**config.mk**
```make
export PLATFORM = sky130hd
export DESIGN_NAME = can_bias_ctrl
export DESIGN_NICKNAME = d
export VERILOG_FILES = /design/src/common/can_bias_pkg.sv /design/src/hdl/can_bias_ctrl.sv /design/src/hdl/can_bias_fifo.sv
export VERILOG_INCLUDE_DIRS = /design/src /design/src/common
export SDC_FILE = /design/constraint.sdc
export NUM_CORES = 1
export LEC_CHECK = 0
export BUFFER_PORTS_ARGS = -buffer_cell sky130_fd_sc_hd__buf_4
export CAP_MARGIN = 10
export CORE_MARGIN = 2
export CORE_UTILIZATION = 60
export CTS_CLUSTER_DIAMETER = 60
export DETAILED_ROUTE_END_ITERATION = 12
export GPL_TIMING_DRIVEN = 0
export PLACE_DENSITY = 0.78
export SYNTH_ARGS = -nofsm -noshare
export SYNTH_HDL_FRONTEND = slang
export SYNTH_HIERARCHICAL = 1
export SYNTH_SLANG_ARGS = --single-unit
```
**constraint.sdc**
```tcl
create_clock -name MCLK_I -period 3.1 [get_ports MCLK_I]
set_clock_uncertainty 0.2 [all_clocks]
set_input_delay 0 -clock MCLK_I [delete_from_list [all_inputs] [get_ports MCLK_I]]
set_output_delay 0 -clock MCLK_I [all_outputs]
set_load 0.05 [all_outputs]
```
**src/common/can_bias_map.svh**
```systemverilog
/*
 * timing constants for the bus-bias and local wake block.
 * assumes a 100 MHz clock; long counts are top-level parameters.
 */
`ifndef CAN_BIAS_MAP_SVH
`define CAN_BIAS_MAP_SVH

// =====================================================================
// clock and timing
// =====================================================================
`define CLK_PERIOD_NS          10
`define WAKE_DEGLITCH_CYCLES   4
`define WAKE_FILTER_TIME_NS    1000
`define WAKE_FILTER_CYCLES     ((`WAKE_FILTER_TIME_NS + `CLK_PERIOD_NS - 1) / `CLK_PERIOD_NS)
`define BUS_SILENCE_TIME_US    900000
`define BUS_SILENCE_CYCLES     (`BUS_SILENCE_TIME_US * 1000 / `CLK_PERIOD_NS)

// =====================================================================
// reset values
// =====================================================================
`define RXD_RESET              1'b1

`endif

```
**src/common/can_bias_pkg.sv**
```systemverilog
/*
 * types for the bus-bias and local wake block.
 * assumes nothing beyond the map header.
 */
`default_nettype none
package can_bias_pkg;
	typedef enum logic [2:0] {
		MODE_NORMAL,
		MODE_SILENT,
		MODE_STANDBY,
		MODE_GOTOSLEEP,
		MODE_SLEEP
	} op_mode_e;

	typedef enum logic [1:0] {
		BIAS_OFF,
		BIAS_AUTO_INACTIVE,
		BIAS_AUTO_ACTIVE,
		BIAS_ACTIVE
	} bias_state_e;

	typedef struct packed {
		logic battery_undervoltage_fall;
		logic battery_undervoltage_rise;
		logic core_undervoltage_fall;
		logic io_undervoltage_fall;
		logic core_above_rise;
		logic io_above_rise;
	} supply_s;

	typedef struct packed {
		logic drive_dominant;
		logic bias_mid;
		logic bias_ground;
	} bus_drive_s;
endpackage
`default_nettype wire

```
**src/hdl/can_bias_ctrl.sv**
```systemverilog
/*
 * bus-bias state machine, local and remote wake detection, driver and
 * receiver gating of a high-speed bus transceiver.
 * assumes all inputs except WAKE_I synchronous to MCLK_I; the operating mode and the
 * supply flags come from surrounding logic; bus level is a digital
 * dominant indication from the receiver comparator.
 */
// Overview of operation
// - either edge on the wake pin registers one local wake event
// - local wake detection is enabled in sleep mode
// - no local or remote wake detection in normal or silent mode
// - bias logic has four states: off, auto inactive, auto active, active
// - battery falling undervoltage forces off state, bus floating
// - off moves to auto inactive once battery rises above threshold
// - remote wake in low-power mode moves auto inactive to auto active
// - silence timeout in low-power mode returns auto active to inactive
// - leaving normal/silent picks auto active if bus recently busy
// - entering normal/silent with core or io undervoltage gives auto active
// - normal mode, or silent mode once active, means active state, bias at half core supply
// - active entered only on normal mode with both supplies good
// - transmit low before leaving standby blocks driver and receiver
// - silent mode: driver off, receiver still reports bus
// - normal mode: low transmit drives dominant, high leaves bus released
// - auto inactive biases both bus pins to ground
// - standby: receive output high, low only while wake pending
// - remote wake needs dominant, recessive, dominant each past filter time
// - dominant is logic low on transmit and receive, recessive high
`timescale 1ns/1ps
`default_nettype none
`include "can_bias_map.svh"
module can_bias_ctrl #(
	parameter int FILTER_CYCLES  = `WAKE_FILTER_CYCLES,
	parameter int SILENCE_CYCLES = `BUS_SILENCE_CYCLES,
	parameter int DEGLITCH       = `WAKE_DEGLITCH_CYCLES,
	parameter int FIFO_DEPTH     = 32
) (
	// clock and reset
	input  wire logic                   MCLK_I,
	input  wire logic                   RST_I,
	// operating mode and supplies
	input  wire can_bias_pkg::op_mode_e MODE_I,
	input  wire can_bias_pkg::supply_s  SUPPLY_I,
	// controller pins
	input  wire logic                   TXD_I,
	output logic                        RXD_O,
	output logic                        RXD_READY_O,
	input  wire logic                   RXD_ACCEPT_I,
	// bus side
	input  wire logic                   BUS_DOMINANT_I,
	output can_bias_pkg::bus_drive_s    BUS_DRIVE_O,
	// wake
	input  wire logic                   WAKE_I,
	input  wire logic                   WAKE_CLEAR_I,
	output logic                        WAKE_PENDING_O,
	output logic                        LOCAL_WAKE_EVENT_O,
	output logic                        REMOTE_WAKE_PATTERN_O,
	// status
	output can_bias_pkg::bias_state_e   BIAS_STATE_O,
	output logic                        TRANSMIT_STUCK_LOW_BLOCK_O
);
	localparam int FW = $clog2(FILTER_CYCLES + 1);
	localparam int SW = $clog2(SILENCE_CYCLES + 1);

	can_bias_pkg::bias_state_e bias;
	can_bias_pkg::bias_state_e next_bias;
	can_bias_pkg::op_mode_e    mode_q;
	typedef enum logic [1:0] {
		PAT_IDLE,
		PAT_DOM1,
		PAT_REC,
		PAT_DOM2
	} pat_e;
	pat_e                      pat;

	logic                      active_mode;
	logic                      low_power;
	logic [1:0]                wake_sync;
	logic [DEGLITCH+2:0]       wake_fill;
	logic [DEGLITCH-1:0]       wake_hist;
	logic                      wake_level;
	logic                      local_wake_event;
	logic [FW-1:0]             filt_cnt;
	logic                      filt_level;
	logic                      filt_done;
	logic                      remote_wake_pattern;
	logic [SW-1:0]             idle_cnt;
	logic                      silence_expired;
	logic                      tx_low_seen;
	logic                      stuck_block;
	logic                      wake_pending;
	logic                      rx_bit;
	logic                      fifo_out_valid;
	logic                      fifo_out_data;
	logic                      fifo_in_ready;

	assign active_mode = (MODE_I == can_bias_pkg::MODE_NORMAL) ||
		(MODE_I == can_bias_pkg::MODE_SILENT);
	assign low_power   = !active_mode;

	always_ff @(posedge MCLK_I) begin
		if (RST_I) begin
			mode_q <= can_bias_pkg::MODE_STANDBY;
		end else begin
			mode_q <= MODE_I;
		end
	end

	// =================================================================
	// local wake: sync, deglitch, edge detect
	// =================================================================
	always_ff @(posedge MCLK_I) begin
		if (RST_I) begin
			wake_sync  <= 2'h0;
			wake_hist  <= '0;
			wake_fill  <= '0;
			wake_level <= 1'b0;
			local_wake_event <= 1'b0;
		end else begin
			wake_sync <= {wake_sync[0], WAKE_I};
			wake_hist <= {wake_hist[DEGLITCH-2:0], wake_sync[1]};
			// no edge until the pipeline holds real pin samples after reset
			wake_fill <= {wake_fill[DEGLITCH+1:0], 1'b1};
			local_wake_event <= 1'b0;
			if (wake_hist == '1 || wake_hist == '0) begin
				wake_level <= wake_hist[0];
				// either edge counts, only in sleep mode
				if (wake_fill[DEGLITCH+2] && wake_level != wake_hist[0] &&
					MODE_I == can_bias_pkg::MODE_SLEEP) begin
					local_wake_event <= 1'b1;
				end
			end
		end
	end

	// =================================================================
	// remote wake pattern filter
	// =================================================================
	assign filt_done = (filt_cnt == FW'(FILTER_CYCLES));

	always_ff @(posedge MCLK_I) begin
		if (RST_I) begin
			filt_cnt   <= '0;
			filt_level <= 1'b0;
		end else if (BUS_DOMINANT_I != filt_level) begin
			filt_level <= BUS_DOMINANT_I;
			filt_cnt   <= '0;
		end else if (!filt_done) begin
			filt_cnt <= filt_cnt + 1'b1;
		end
	end

	always_ff @(posedge MCLK_I) begin
		if (RST_I) begin
			pat <= PAT_IDLE;
			remote_wake_pattern <= 1'b0;
		end else begin
			remote_wake_pattern <= 1'b0;
			if (active_mode || bias == can_bias_pkg::BIAS_OFF) begin
				pat <= PAT_IDLE;
			end else begin
				case (pat)
					PAT_IDLE: begin
						if (filt_done && filt_level) begin
							pat <= PAT_DOM1;
						end
					end
					PAT_DOM1: begin
						if (filt_done && !filt_level) begin
							pat <= PAT_REC;
						end
					end
					PAT_REC: begin
						if (filt_done && filt_level) begin
							pat <= PAT_DOM2;
							remote_wake_pattern <= 1'b1;
						end
					end
					default: begin
						// wait for recessive before a new pattern
						if (filt_done && !filt_level) begin
							pat <= PAT_IDLE;
						end
					end
				endcase
			end
		end
	end

	// =================================================================
	// bus silence timer
	// =================================================================
	assign silence_expired = (idle_cnt == SW'(SILENCE_CYCLES));

	always_ff @(posedge MCLK_I) begin
		if (RST_I) begin
			idle_cnt <= '0;
		end else if (BUS_DOMINANT_I) begin
			idle_cnt <= '0;
		end else if (!silence_expired) begin
			idle_cnt <= idle_cnt + 1'b1;
		end
	end

	// =================================================================
	// bias state machine
	// =================================================================
	always_comb begin
		next_bias = bias;
		case (bias)
			can_bias_pkg::BIAS_OFF: begin
				if (SUPPLY_I.battery_undervoltage_rise) begin
					next_bias = can_bias_pkg::BIAS_AUTO_INACTIVE;
				end
			end
			can_bias_pkg::BIAS_AUTO_INACTIVE: begin
				if (MODE_I == can_bias_pkg::MODE_NORMAL &&
					SUPPLY_I.core_above_rise && SUPPLY_I.io_above_rise) begin
					next_bias = can_bias_pkg::BIAS_ACTIVE;
				end else if (active_mode) begin
					next_bias = can_bias_pkg::BIAS_AUTO_ACTIVE;
				end else if (remote_wake_pattern) begin
					next_bias = can_bias_pkg::BIAS_AUTO_ACTIVE;
				end
			end
			can_bias_pkg::BIAS_AUTO_ACTIVE: begin
				if (MODE_I == can_bias_pkg::MODE_NORMAL &&
					SUPPLY_I.core_above_rise && SUPPLY_I.io_above_rise) begin
					next_bias = can_bias_pkg::BIAS_ACTIVE;
				end else if (low_power && silence_expired) begin
					next_bias = can_bias_pkg::BIAS_AUTO_INACTIVE;
				end
			end
			default: begin
				if (SUPPLY_I.core_undervoltage_fall || SUPPLY_I.io_undervoltage_fall) begin
					next_bias = can_bias_pkg::BIAS_AUTO_ACTIVE;
				end else if (low_power) begin
					next_bias = silence_expired ? can_bias_pkg::BIAS_AUTO_INACTIVE
						: can_bias_pkg::BIAS_AUTO_ACTIVE;
				end
			end
		endcase
		if (SUPPLY_I.battery_undervoltage_fall) begin
			next_bias = can_bias_pkg::BIAS_OFF;
		end
	end

	always_ff @(posedge MCLK_I) begin
		if (RST_I) begin
			bias <= can_bias_pkg::BIAS_OFF;
		end else begin
			bias <= next_bias;
		end
	end

	// =================================================================
	// transmit stuck-low blocking
	// =================================================================
	always_ff @(posedge MCLK_I) begin
		if (RST_I) begin
			tx_low_seen <= 1'b0;
			stuck_block <= 1'b0;
		end else begin
			// low transmit seen in the last standby cycle before leaving it
			tx_low_seen <= (mode_q == can_bias_pkg::MODE_STANDBY) && !TXD_I;
			if (next_bias == can_bias_pkg::BIAS_ACTIVE &&
				bias != can_bias_pkg::BIAS_ACTIVE && tx_low_seen) begin
				stuck_block <= 1'b1;
			end else if (TXD_I || next_bias != can_bias_pkg::BIAS_ACTIVE) begin
				stuck_block <= 1'b0;
			end
		end
	end

	// =================================================================
	// wake pending flag
	// =================================================================
	always_ff @(posedge MCLK_I) begin
		if (RST_I) begin
			wake_pending <= 1'b0;
		end else if (local_wake_event || remote_wake_pattern) begin
			wake_pending <= 1'b1;
		end else if (WAKE_CLEAR_I || MODE_I == can_bias_pkg::MODE_NORMAL) begin
			wake_pending <= 1'b0;
		end
	end

	// =================================================================
	// receive path through the FIFO
	// =================================================================
	always_comb begin
		if (active_mode && bias == can_bias_pkg::BIAS_ACTIVE && !stuck_block) begin
			rx_bit = !BUS_DOMINANT_I;
		end else begin
			rx_bit = !wake_pending;
		end
	end

	can_bias_fifo #(
		.WIDTH (1),
		.DEPTH (FIFO_DEPTH)
	) u_rx_fifo (
		.clk_i       (MCLK_I),
		.rst_i       (RST_I),
		.in_valid_i  (1'b1),
		.in_ready_o  (fifo_in_ready),
		.in_data_i   (rx_bit),
		.out_valid_o (fifo_out_valid),
		.out_ready_i (RXD_ACCEPT_I),
		.out_data_o  (fifo_out_data)
	);

	// =================================================================
	// registered outputs
	// =================================================================
	always_ff @(posedge MCLK_I) begin
		if (RST_I) begin
			RXD_O       <= `RXD_RESET;
			RXD_READY_O <= 1'b0;
		end else begin
			RXD_READY_O <= fifo_out_valid;
			if (fifo_out_valid && RXD_ACCEPT_I) begin
				RXD_O <= fifo_out_data;
			end
		end
	end

	always_ff @(posedge MCLK_I) begin
		if (RST_I) begin
			BUS_DRIVE_O <= '0;
		end else begin
			BUS_DRIVE_O.drive_dominant <= (MODE_I == can_bias_pkg::MODE_NORMAL) &&
				(next_bias == can_bias_pkg::BIAS_ACTIVE) && !TXD_I &&
				!stuck_block &&
				!(tx_low_seen && bias != can_bias_pkg::BIAS_ACTIVE);
			BUS_DRIVE_O.bias_mid <= (next_bias == can_bias_pkg::BIAS_ACTIVE) ||
				(next_bias == can_bias_pkg::BIAS_AUTO_ACTIVE);
			BUS_DRIVE_O.bias_ground <= (next_bias == can_bias_pkg::BIAS_AUTO_INACTIVE);
		end
	end

	always_ff @(posedge MCLK_I) begin
		if (RST_I) begin
			WAKE_PENDING_O             <= 1'b0;
			LOCAL_WAKE_EVENT_O         <= 1'b0;
			REMOTE_WAKE_PATTERN_O      <= 1'b0;
			BIAS_STATE_O               <= can_bias_pkg::BIAS_OFF;
			TRANSMIT_STUCK_LOW_BLOCK_O <= 1'b0;
		end else begin
			WAKE_PENDING_O             <= wake_pending;
			LOCAL_WAKE_EVENT_O         <= local_wake_event;
			REMOTE_WAKE_PATTERN_O      <= remote_wake_pattern;
			BIAS_STATE_O               <= bias;
			TRANSMIT_STUCK_LOW_BLOCK_O <= stuck_block;
		end
	end
endmodule
`default_nettype wire

```
**src/hdl/can_bias_fifo.sv**
```systemverilog
/*
 * small flip-flop FIFO with valid and ready on both sides.
 * assumes one clock and a synchronous active-high reset.
 */
`timescale 1ns/1ps
`default_nettype none
module can_bias_fifo #(
	parameter int WIDTH = 1,
	parameter int DEPTH = 32
) (
	// clock and reset
	input  wire logic             clk_i,
	input  wire logic             rst_i,
	// fill side
	input  wire logic             in_valid_i,
	output logic                  in_ready_o,
	input  wire logic [WIDTH-1:0] in_data_i,
	// drain side
	output logic                  out_valid_o,
	input  wire logic             out_ready_i,
	output logic [WIDTH-1:0]      out_data_o
);
	localparam int AW = $clog2(DEPTH);
	logic [WIDTH-1:0] mem [DEPTH];
	logic [AW-1:0]    wr_ptr;
	logic [AW-1:0]    rd_ptr;
	logic [AW:0]      count;
	logic             push;
	logic             pop;

	assign in_ready_o  = (count != (AW+1)'(DEPTH));
	assign out_valid_o = (count != '0);
	assign out_data_o  = mem[rd_ptr];
	assign push        = in_valid_i && in_ready_o;
	assign pop         = out_valid_o && out_ready_i;

	always_ff @(posedge clk_i) begin
		if (push) begin
			mem[wr_ptr] <= in_data_i;
		end
	end

	always_ff @(posedge clk_i) begin
		if (rst_i) begin
			wr_ptr <= '0;
			rd_ptr <= '0;
			count  <= '0;
		end else begin
			if (push) begin
				wr_ptr <= (wr_ptr == AW'(DEPTH-1)) ? '0 : wr_ptr + 1'b1;
			end
			if (pop) begin
				rd_ptr <= (rd_ptr == AW'(DEPTH-1)) ? '0 : rd_ptr + 1'b1;
			end
			count <= count + (AW+1)'(push) - (AW+1)'(pop);
		end
	end
endmodule
`default_nettype wire

```
# Word level (Yosys, flattened, before mapping)
# Memory sizes are Yosys's and may differ from the RTL's. A register that Yosys moved wholly into a read port is not among the register bits.
# Index checks and enable logic that the tools add are counted.
[classes]
add_sub_neg = 6
eq_ne = 24
n_mux = 28
bitwise_logic = 2
reduce_logical = 47
[op_table]
columns = ["operator", "n"]
rows = [
  ["2-bit two-way mux", 14],
  ["27-bit by 1-bit adder with 27-bit output, second input constant", 1],
  ["27-bit == test, second input constant", 1],
  ["1-bit logical AND", 18],
  ["2-bit one-hot mux with 3 select lines", 2],
  ["5-bit by 1-bit adder with 5-bit output, second input constant", 2],
  ["2-bit == test, second input constant", 5],
  ["5-bit == test, second input constant", 2],
  ["1-bit two-way mux", 10],
  ["5-bit two-way mux", 2],
  ["2-bit inequality test, second input constant", 5],
  ["1-bit logical OR", 8],
  ["2-bit OR reduction", 4],
  ["7-bit by 1-bit adder with 7-bit output, second input constant", 1],
  ["7-bit == test, second input constant", 1],
  ["1-bit zero test", 7],
  ["6-bit by 1-bit adder with 6-bit output", 1],
  ["2-bit by 1-bit == test with 1-bit output, second input constant", 3],
  ["6-bit inequality test, second input constant", 1],
  ["6-bit nonzero test", 1],
  ["6-bit by 1-bit subtractor with 6-bit output", 1],
  ["4-bit == test, second input constant", 1],
  ["2-bit zero test", 2],
  ["4-bit zero test", 1],
  ["10 further kinds", 13],
]
[word_totals]
reg_bits = 87
ramBits = 32
input_bits = 16
out_inout_bits = 11
word_cells = 136
mem_count = 1
[memory_table]
columns = ["name", "depth", "width", "read_ports", "rd_clocked_by_memory_dff", "write_ports", "line", "source"]
rows = [
  ["u_rx_fifo.mem", 32, 1, 1, 1, 1, "can_bias_fifo.sv:24", "logic [WIDTH-1:0] mem [DEPTH];"],
]

# Longest topological paths before layout
# Gate-level depths: netlist of the first run.
[depth]
word_depth = 13
ltp_mapped = 14
mapped_depth_nobuf = 13

# Modules after synthesis
# Netlist of the first run, hierarchy kept.
[modules_own_cells]
columns = ["module", "n_inst", "cells_each", "area_per_inst_um2", "seq_area_each_um2"]
rows = [
  ["can_bias_ctrl", 1, 330, 2981.6, 1441.4],
  ["can_bias_fifo", 1, 225, 2529.9, 1381.3],
]

# Worst setup path before layout of the first run
# OpenSTA, ideal clock, no wires.
[synth_path]
path_type = "reg-to-reg"
startpoint = "register u_rx_fifo.count[2]"
endpoint = "register u_rx_fifo.count[4]"
setup_ps = 128
t_arrival_ps = 2209
required_time_ps = 2772
slack_ps = 563
stages_incl_launch_ff = 15
n_path_buf = 1
period_less_slack_ps = 2537
path_cell_list = "dfxtp_1 inv_1 ha_1 nand4bb_2 and2_1 buf_4 inv_4 ha_1 inv_1 ha_1 fa_1 a21oi_1 o21bai_1 xnor2_1 nor2_1"
[synth_via]
elab_chain_len = 3
elab_cells_between_ends = 5
classes_between = "add/sub (2); eq/ne (1); reduce/logical (2)"
[synth_rtl]
columns = ["element", "line", "source"]
rows = [
  ["start: declaration", "can_bias_fifo.sv:27", "logic [AW:0] count;"],
  ["start signal: assignment", "can_bias_fifo.sv:55", "count <= count + (AW+1)'(push) - (AW+1)'(pop);"],
  ["6-bit inequality test", "can_bias_fifo.sv:31", "assign in_ready_o = (count != (AW+1)'(DEPTH));"],
  ["net fifo_in_ready", "can_bias_ctrl.sv:94", "logic fifo_in_ready;"],
  ["6-bit by 1-bit adder with 6-bit output", "can_bias_fifo.sv:55", ""],
  ["6-bit by 1-bit subtractor with 6-bit output", "can_bias_fifo.sv:55", ""],
]
# The timed path passes the listed nets, and every way through them passes these cells.
# A chain may end at the register's enable or synchronous reset.

# Worst setup path after layout of the first run
[layout_path]
startpoint = "register bias[1]"
endpoint = "register BUS_DRIVE_O[2] (netlist name)"
[layout_via]
elab_chain_len = 10
elab_cells_between_ends = 21
classes_between = "eq/ne (4); mux (10); reduce/logical (7)"
[layout_rtl]
columns = ["element", "line", "source"]
rows = [
  ["start: declaration", "can_bias_ctrl.sv:64", "can_bias_pkg::bias_state_e bias;"],
  ["start signal: assignment", "can_bias_ctrl.sv:249", "bias <= can_bias_pkg::BIAS_OFF;"],
  ["start signal: assignment", "can_bias_ctrl.sv:251", "bias <= next_bias;"],
  ["2-bit two-way mux", "can_bias_ctrl.sv:221", "end else if (remote_wake_pattern) begin"],
  ["2-bit two-way mux", "can_bias_ctrl.sv:219", "end else if (active_mode) begin"],
  ["2-bit two-way mux", "can_bias_ctrl.sv:216", "if (MODE_I == can_bias_pkg::MODE_NORMAL &&"],
  ["2-bit one-hot mux with 3 select lines", "can_bias_ctrl.sv:209", "case (bias)"],
  ["2-bit two-way mux", "can_bias_ctrl.sv:242", "if (SUPPLY_I.battery_undervoltage_fall) begin"],
  ["2-bit == test", "can_bias_ctrl.sv:332", "(next_bias == can_bias_pkg::BIAS_ACTIVE) && !TXD_I &&"],
  ["1-bit logical AND", "can_bias_ctrl.sv:331", "BUS_DRIVE_O.drive_dominant <= (MODE_I == can_bias_pkg::MODE_NORMAL) &&"],
  ["1-bit logical AND (2 in series)", "can_bias_ctrl.sv:332", ""],
  ["1-bit logical AND *", "can_bias_ctrl.sv:333", "!stuck_block &&"],
  ["end: declaration", "can_bias_ctrl.sv:50", "output can_bias_pkg::bus_drive_s BUS_DRIVE_O,"],
]
# Every way passes the cells marked *; elsewhere a longest branch is shown, timed or not.

==> summary.md, run 1 <==
| Metric | Value |
|---|---|
| Die H | roughly 100 µm |
| IO Count | 27 |
| Cell Pwr Density | about 670 nW/µm² |
| Row count | 34 |
| Mux cell area share after synthesis | 0.0425 |
| Largest area contributor in the netlist | dfxtp_1 |
| Syn Inst Count | 555 |
| Routed WL | ~11 mm |
| R2R Path End | BUS_DRIVE_O[2] |
| Final core utilization | 0.752 |
| Synth-to-layout area growth | 20.2% |
| Xor/xnor share of the synthesized area | 0.0509 |
| Root Buffer | clkbuf_8 |
| Busiest grt layer | met2 |
| Hold/Removal Path Class | input pin to flop |
| Number of port buffers | 26 |
| Post-DP HPWL | about 7.3 mm |
| Dpl ws | 0.315 ns |
| Hold-critical path depth | 3 |
| Routed Antenna Nets | 0 |
| P_leak | roughly 2.4 nW |
| Worst r2r src | bias[1] |
| Main combinational cell family by area after synthesis | simple AND/OR/NAND/NOR gates |
| DRT Pass-1 Iters | 5 |
| Relative slew slack | 0.544 |
| Total die area | 9970 µm² |
| Remaining DRCs | 0 |
| Sequential Power Share | 0.408 |
| EDFF count, synth | 32 |
| Final hold vios | 0 |
| Die width | 99.8 µm |
| Total power | between 4 and 5 mW |
| Crit path capture type | flop |
| Largest net degree at the start of global routing | 21 |
| Starting Density | 0.626 |
| First-pass GRT wire length | between 15 and 20 mm |
| Yosys warnings | 6 |
| Layout cells sized above 1 | 0.133 |
| Worst Hold Path EP | wake_sync[0] |
| FF-to-FF setup slack | ~0.16 ns |
| RSZ-0062 raised after global routing | false |
| Vias | ~4200 |
| First DRT Iteration DRCs | 326 |
| Vias in the first global route | about 4200 |
| Combinational share of power | 0.153 |
| Maximum fanout along the worst path | 10 |
| Post-synth ARST share | 0 |
| Final period utilization | 0.948 |
| Peak VDD IR | 0.000491 V |
| Worst-path clk slew | approximately 0.060 ns |
| Vias per cell | around 5.7 |
| Power share of the clock group | 0.439 |
| Simple-gate share of the synthesized area | 0.235 |
| GR Util met1 | 0.300 |
| Initial antenna violation count | 0 |
| Element type at the critical path start | flop |
| Setup CP Type | flop to flop |
| Synth cell types | approximately 60 |
| Clock Sinks | around 130 |
| HP Start | WAKE_I |
| Post-synth top flop | dfxtp_1 |
| Syn avg cell area | slightly below 10 µm² |
| Outcome | complete, no violations |
| Min Clock Period, post-route | between 2 and 3 ns |
| Synth Area in Adders | 0.0581 |
| Fmax | ~0.34 GHz |
| Netlist Area Pre-Place | about 5500 µm² |
| Final hold slack | just under 0.03 ns |
| Post-synth top area share | 0.338 |
| Worst-margin pin slew | approximately 0.67 ns |
| WL per Instance | 15.4 µm |
| Core area | 8810 µm² |
| Sw Ratio | 0.269 |
| Fin nets | between 600 and 700 |
| Final slew viol count | 0 |
| CTS tree | done |
| P_int | roughly 3.2 mW |
| Syn Nets | between 500 and 600 |
| Cts bufs inserted | 17 |
| Grt ovf | 0 |
| ANT cells | 0 |
| Net Sw Power | 1.19 mW |
| H-Tree Depth | 4 |
| Post-synthesis sequential area ratio | 0.512 |
| Worst endpoint required time | roughly 3.3 ns |
| Met3 usage | 0.0522 |
| Placer Congestion | between 0.7 and 0.8 |
| Compound-Gate Fraction of Synth Area | 0.0642 |
| Top cells by area, synth | dfxtp_1, edfxtp_1, nor2_1 |
| Longest Clk Path Bufs | 2 |
| Worst EP arrival | about 3.1 ns |
| Max Cap Viol | 0 |
| Synth Register Bits | approximately 130 |
| Clk_lat worst skew | 0.52 ns |
| Final setup viols | 0 |
| Top-count cell post-synth | dfxtp_1 |
| Total track usage | 0.246 |
| Reg2Reg Depth | 8 |
| Final setup margin | 0.160 ns |
| Setup crit start | bias[1] |
| Setup tns final | 0 ns |
| Post-synth top cells | dfxtp_1, nor2_1, nand2_1 |
| Met2 Usage GRT | 0.420 |
repair_timing:
item | 4_1_cts | 5_1_grt
endpoints found under the setup margin | 0 | 4
endpoints found under the hold margin | 80 | 0
buffers inserted | 0 | 0
hold buffers | 18 | 0
gates resized for setup | 0 | 3
power by group through the flow:
stage                     Sequential (mW)  Clock (mW)  Combinational [mW]
after floorplan                      1.85           0               0.480
after global placement               1.83           0               0.624
after detailed placement             1.83           0               0.652
after CTS                            1.80        1.96               0.676
after global routing                 1.81        2.04               0.766
final                                1.80        1.94               0.675
how the worst max path moves through the flow:
stage	end
after floorplan	u_rx_fifo/count[4]
after global placement	u_rx_fifo/mem[2]
after detailed placement	u_rx_fifo/count[4]
after CTS	BUS_DRIVE_O[2]
after global routing	BUS_DRIVE_O[2]
final	BUS_DRIVE_O[2]
final cells by class:
cell class	instances	area, µm²
Fill cell	597	2180
Clock buffer	18	428
Buffer	21	87.6
Inverter	30	115
Sequential cell	125	2820
Tap cell	108	135
Multi-Input combinational cell	379	2500
Timing Repair Buffer	45	387
Clock inverter	14	154
through the flow:
stage / instance area, µm² / std cells
after global routing: 6630 / 740
after detailed placement: 5860 / 690
after CTS: 6620 / 740
after floorplan: 5510 / 555
final: 6630 / 740
after global placement: 5840 / 689
layout by cell type (no fill, tap or decap), types with 6 or more instances in the layout:
cell,Yosys,layout
dlygate4sd3_1,0,18
clkbuf_16,0,16
nor2b_1,25,25
buf_4,1,27
inv_6,0,8
o21ai_0,11,11
xor2_1,6,6
ha_1,24,24
and3_1,9,9
mux2i_1,11,10
nand2_1,33,33
inv_1,29,29
clkbuf_1,13,12
nand4_1,7,7
dfxtp_1,93,93
xnor2_1,26,26
nor4_1,10,10
or3_1,6,6
a21oi_1,21,21
nor3_1,13,13
nor2_1,85,85
nand3_1,21,21
edfxtp_1,32,32
cell families (layout without fill, tap and decap cells):
| kind of cell | after synthesis | in the layout |
|---|---|---|
| other cells | 1 | 1 |
| simple gates | 247 | 247 |
| fa+ha+maj | 25 | 25 |
| flops | 125 | 125 |
| mux | 17 | 17 |
| buf+inv | 51 | 128 |
| compound gates | 57 | 57 |
| xor+xnor | 32 | 32 |
critical path, stage by stage (launching register included):
cell	delay [ns]
dfxtp_1	0.33
clkbuf_2	0.19
o41ai_1	0.09
dlygate4sd3_1	0.60
nand2_1	0.06
o32ai_1	0.14
dlygate4sd3_1	0.60
o21ai_1	0.17
a2111oi_2	0.43
layer usage:
metal	part of all wire	wire, µm
met2	0.51	5830
met5	0	0
met1	0.43	4930
met4	0.016	182
met3	0.040	451
registers in the layout, indices dropped and copies added (netlist names), 2 cells and up, named ones only:
name / count
bias: 2
u_rx_fifo/mem: 32
wake_hist: 4
filt_cnt: 7
u_rx_fifo/wr_ptr: 5
BUS_DRIVE_O: 3
pat: 2
BIAS_STATE_O: 2
wake_fill: 7
u_rx_fifo/count: 6
wake_sync: 2
idle_cnt: 27
mode_q: 3
u_rx_fifo/rd_ptr: 5
No activity file was read; power rests on OpenSTA's default activity.
==> inputs of run 2 (changes only) <==
- ABC_AREA: not set -> 1
==> run 2 against run 1 <==
- worst hold slack improved by 0.022 ns
- sequential share of layout area fell by 1.7 points
- synthesized area rose by 4.9%
- critical path type unchanged
- largest cell class unchanged
- highest routed layer unchanged
==> summary.md, run 2 <==
| Metric | Value |
|---|---|
| Fin nets | roughly 820 |
| Total power | around 4.6 mW |
| Number of port buffers | 26 |
| H-Tree Depth | 4 |
| Cts bufs inserted | 17 |
| IO Count | 27 |
| Hold/Removal Path Class | input pin to flop |
| Largest register by flop count | u_rx_fifo/mem |
| ANT cells | 0 |
| Largest net degree at the start of global routing | 33 |
| Final hold vios | 0 |
| Commonest non-fill, non-tap cell in the layout | nand2_1 |
| Crit path capture type | flop |
| Netlist Area Pre-Place | 5780 µm² |
| HP Start | RST_I |
| Yosys warnings | 6 |
| Post-CTS Setup Inserts | 0 |
| Final Non-Filler Cells | 917 |
| Relative slew slack | 0.486 |
| Starting Density | 0.623 |
| Initial antenna violation count | 0 |
| Most frequent cells in the layout | nand2_1, nor2_1, inv_1 |
| CTS tree | done |
| Clock Sinks | between 100 and 150 |
| Clk_lat worst skew | 0.51 ns |
| WL per Instance | 13.6 µm |
| Syn avg cell area | just over 8 µm² |
| Die H | 102 µm |
| Min Clock Period, post-route | ~3.0 ns |
| Cell count after placement | 868 |
| Max Cap Viol | 0 |
| R2R Path End | u_rx_fifo/count[4] |
| Fmax | between 0.3 and 0.4 GHz |
| Setup crit start | u_rx_fifo/count[2] |
| Worst-margin pin slew | between 0.7 and 0.8 ns |
| Cell Pwr Density | roughly 670 nW/µm² |
| Root Buffer | clkbuf_8 |
| Final setup viols | 0 |
| Worst EP arrival | approximately 3.2 ns |
| Core area | between 9000 and 10000 µm² |
| Peak VDD IR | 0.000380 V |
| Outcome | complete, no violations |
| Post-DP HPWL | 8.45 mm |
| Syn Inst Count | between 700 and 800 |
| Top cells by area, synth | dfxtp_1, edfxtp_1, nand2_1 |
| EDFF count, synth | 32 |
| Total track usage | 0.255 |
| Top-count cell post-synth | nand2_1 |
| Longest Clk Path Bufs | 2 |
| Reg2Reg Depth | 15 |
| Maximum fanout along the worst path | 6 |
| Grt ovf | 0 |
| Layout cells sized above 1 | 0.143 |
| Final slew viol count | 0 |
| Total die area | between 10000 and 15000 µm² |
| Row count | 35 |
| Setup CP Type | flop to flop |
| RSZ-0062 raised after global routing | false |
| Vias in the first global route | 4798 |
| DRT Pass-1 Iters | 4 |
| Worst-path clk slew | ~0.06 ns |
| Routed Antenna Nets | 0 |
| Final hold slack | about 0.051 ns |
| First-pass GRT wire length | about 21 mm |
| Routed WL | between 10 and 15 mm |
| Vias | roughly 4800 |
| Worst Hold Path EP | u_rx_fifo/count[1] |
| Synth cell types | 44 |
| Worst r2r src | u_rx_fifo/count[2] |
| FF-to-FF setup slack | 0.14 ns |
| Post-synth top cells | nand2_1, nor2_1, inv_1 |
| Syn Nets | around 750 |
| Synth Register Bits | 125 |
| Hold-critical path depth | 3 |
| Largest area contributor in the netlist | dfxtp_1 |
| Post-synth ARST share | 0 |
| First DRT Iteration DRCs | roughly 220 |
| Synth-to-layout area growth | 19.3% |
| Final period utilization | 0.954 |
| P_leak | 2.85 nW |
| Vias per cell | ~5.2 |
| Largest register FFs | 32 |
| Die width | just over 100 µm |
| Post-synth top flop | dfxtp_1 |
| Worst endpoint required time | 3.30 ns |
| Biggest regs | u_rx_fifo/mem (32), idle_cnt (27) |
| Remaining DRCs | 0 |
| Placer Congestion | 0.837 |
| Element type at the critical path start | flop |
| Post-synthesis sequential area ratio | 0.488 |
| Post-synth top area share | 0.322 |
[run 2: worst max-delay path, stage by stage (launching register included)]
cell	delay, ns
dfxtp_1	0.32
inv_1	0.08
ha_1	0.20
nand4_2	0.19
nand2_4	0.14
inv_2	0.07
ha_1	0.29
inv_1	0.05
ha_1	0.22
fa_1	0.41
nand2_1	0.09
inv_1	0.06
o21ai_0	0.18
nand2_1	0.13
o21ai_0	0.17
a21oi_1	0.05
[run 2: cell families (layout without fill, tap and decap cells)]
kind of cell / count (synthesis) / in the layout / share of synthesized area
compound gates: 87 / 87 / 0.0790
buf+inv: 117 / 193 / 0.0825
xor+xnor: 4 / 4 / 0.00606
simple gates: 353 / 353 / 0.288
other cells: 1 / 1 / 0.000649
fa+ha+maj: 25 / 25 / 0.0554
flops: 125 / 125 / 0.488
[run 2: through the flow]
step                setup slack (ns)  setup TNS [ns]  instance area, µm²  utilization
floorplan                      0.526               0                5780            -
global placement              -0.377          -12.06                6140        0.661
detailed placement             0.266               0                6160        0.663
CTS                            0.131               0                6890        0.742
global route                 0.00686               0                6900        0.743
finish                         0.142               0                6900        0.743
[run 2: worst max path at each step]
stage,to
2_1_floorplan,u_rx_fifo/mem[0]
3_3_place_gp,u_rx_fifo/mem[27]
3_5_place_dp,u_rx_fifo/count[4]
4_1_cts,BUS_DRIVE_O[2]
5_1_grt,u_rx_fifo/count[4]
6_report,u_rx_fifo/count[4]
[run 2: metal layers]
layer  GRT usage  routed length (µm)  vias to the layer above
met4      0.0913                 255                        0
met1       0.280                5170                     2222
met3      0.0547                 439                       29
met2       0.481                6640                      117
met5           0                   0                        -
li1            -                   -                     2438
[run 2: layout make-up]
cell class                 count  area [µm²]
tap                          129         161
clock inverter                12         108
inverter                     108         413
clock buffer                  20         457
multi-input combinational    470        2490
timing repair buffer          44         380
fill                         659        2390
sequential                   125        2820
buffer                         9        63.8
[run 2: report_power, final]
| group | switching [mW] | internal, mW | total, mW |
|---|---|---|---|
| combinational | 0.610 | 0.330 | 0.941 |
| clock | 0.711 | 1.13 | 1.85 |
| sequential | 0.0575 | 1.76 | 1.82 |
[run 2: what timing repair did]
item,in CTS,in global routing
resized for setup,0,3
endpoints found under the setup margin,0,3
hold buffers,17,0
endpoints found under the hold margin,99,0
==> inputs of run 3 (changes only) <==
- CORE_UTILIZATION: 60 -> 55
- PLACE_DENSITY: 0.78 -> 0.75
- clock period: 3.1 -> 2.6 ns (I/O delays scaled with it)
==> run 3 against run 2 <==
- first-iteration DRC count increased by 30%
- largest power group unchanged
- register-to-register slack got worse by 0.02 ns
- sequential cell count unchanged
- clock power increased by 36%
- power increased by 29%
- clock-buffer cell count unchanged
- worst hold slack got worse by 0.016 ns
- die area increased by 8.7%
- wire length increased by 0.82%
- final area increased by 2.7%
- non-clock buffer count increased by 3
- combinational power increased by 33%
==> summary.md, run 3 (synthesis results as in run 2) <==
| Metric | Value |
|---|---|
| Vias | roughly 4900 |
| Worst-path clk slew | 0.06 ns |
| Hold/Removal Path Class | input pin to flop |
| FF-to-FF setup slack | ~0.12 ns |
| Total track usage | 0.232 |
| IO Count | 27 |
| Fmax | about 0.40 GHz |
| Starting Density | 0.562 |
| Number of port buffers | 26 |
| Dpl ws | -0.209 ns |
| Critical Path End | BUS_DRIVE_O[2] |
| Routed Antenna Nets | 0 |
| First DRT Iteration DRCs | 291 |
| Most frequent cells in the layout | nand2_1, nor2_1, dfxtp_1, inv_1, nand3_1 |
| Largest net degree at the start of global routing | 33 |
| R2R Path End | u_rx_fifo/count[4] |
| Vias in the first global route | between 4000 and 5000 |
| Element type at the critical path start | input pin |
| Worst r2r src | u_rx_fifo/count[4] |
| Fillcell total | approximately 800 |
| Min Clock Period, post-route | between 2 and 3 ns |
| P_leak | a little under 3 nW |
| Vias per cell | approximately 5.3 |
| CTS tree | done |
| Root Buffer | clkbuf_8 |
| Fin nets | 819 |
| Row count | 37 |
| Layout cells sized above 1 | 0.167 |
| Worst EP arrival | ~2.7 ns |
| Clock Sinks | 125 |
| Worst endpoint required time | approximately 2.8 ns |
| Reg2Reg Depth | 15 |
| Commonest non-fill, non-tap cell in the layout | nand2_1 |
| Cell Pwr Density | 841 nW/µm² |
| Post-DP HPWL | between 8 and 9 mm |
| Clk_lat worst skew | between 0.5 and 0.6 ns |
| WL per Instance | between 10 and 15 µm |
| ANT cells | 0 |
| Synth-to-layout area growth | 22.6% |
| Die H | approximately 110 µm |
| Worst-margin pin slew | just under 0.7 ns |
| DRT Pass-1 Iters | 5 |
| Final setup margin | about 0.094 ns |
| Placer Congestion | around 0.85 |
| Crit path capture type | flop |
| Maximum fanout along the worst path | 4 |
| Total die area | roughly 11000 µm² |
| Grt ovf | 0 |
| Routed WL | between 10 and 15 mm |
| Setup tns final | 0 ns |
| Final instance area | just over 7000 µm² |
| Relative slew slack | 0.537 |
| Peak VDD IR | 0.000442 V |
| Final slew viol count | 0 |
| Initial antenna violation count | 0 |
| Core area | 10300 µm² |
| Largest register FFs | 32 |
| Remaining DRCs | 0 |
| Final hold vios | 0 |
| Longest Clk Path Bufs | 2 |
| Cts bufs inserted | 17 |
| Max Cap Viol | 0 |
| Area post-placement | 6160 µm² |
| Biggest regs | u_rx_fifo/mem (32), idle_cnt (27) |
| First-pass GRT wire length | a little over 20 mm |
| Largest register by flop count | u_rx_fifo/mem |
| Final setup viols | 0 |
| Final period utilization | 0.964 |
| Setup crit start | MODE_I[1] |
| H-Tree Depth | 4 |
| Setup CP Type | input pin to flop |
| Die width | roughly 110 µm |
| Outcome | complete, no violations |
-- run 3: cell count changes in the layout (fill, tap and decap cells not counted), sizes merged --
cell and delta:
inv +1, clkinvlp -2, bufinv +2, clkinv -1, buf +3
-- run 3: final cells by class --
class	count	area [µm²]	area share
plain buffers	9	63.8	0.00901
inverters	108	418	0.0590
repair buffers	47	403	0.0569
flip-flops and latches	125	2830	0.399
clock buffers	20	478	0.0675
multi-input cells	470	2560	0.361
clock inverters	12	169	0.0238
well taps	136	170	0.0240
-- run 3: per-layer routing --
metal	part of all wire	vias to the layer above	wire (µm)	track usage
li1	-	2458	-	-
met1	0.42	2253	5290	0.259
met2	0.51	124	6460	0.408
met3	0.044	32	551	0.0650
met4	0.024	0	306	0.111
met5	0	-	0	0
-- run 3: what timing repair did --
item / 4_1_cts / 5_1_grt
pin swaps: 2 / 7
endpoints found under the setup margin: 1 / 5
buffers inserted: 1 / 2
gates resized for setup: 12 / 14
hold buffers: 17 / 0
hold endpoints to repair: 99 / 0
-- run 3: report_power, final --
group	switching [mW]	internal, mW	leakage (nW)
sequential	0.0762	2.11	1.03
clock	0.899	1.62	0.320
combinational	0.765	0.490	1.54
-- run 3: worst min path at each step --
stage                       from                  to  slack [ns]  cells past startpoint
after floorplan            RST_I  u_rx_fifo/count[0]       -0.13                      1
after global placement     TXD_I         tx_low_seen       -0.01                      2
after detailed placement   TXD_I         tx_low_seen       -0.01                      2
after CTS                  RST_I  u_rx_fifo/count[1]        0.02                      3
after global routing       RST_I  u_rx_fifo/count[1]        0.04                      3
final                     WAKE_I        wake_sync[0]        0.04                      4
-- run 3: critical path, cell delays in order --
cell and delay [ns]:
dlygate4sd3_1 0.53, buf_4 0.14, dlygate4sd3_1 0.55, inv_1 0.08, nand3_1 0.12, nand2_1 0.14, inv_2 0.07, nand3_1 0.09
nand2_1 0.05, nand2_1 0.06, nand2_1 0.05, nand2_1 0.05, nand2_1 0.07, dlygate4sd3_1 0.57, inv_2 0.07, nor2_1 0.06
-- run 3: stage by stage --
step,power (mW),hold WS (ns),instances,utilization
global route,6.25,0.0394,927,0.689
floorplan,2.97,-0.129,712,-
detailed placement,3.23,-0.0115,875,0.600
CTS,5.87,0.0170,925,0.684
global placement,3.19,-0.0110,874,0.598
finish,5.96,0.0350,927,0.689
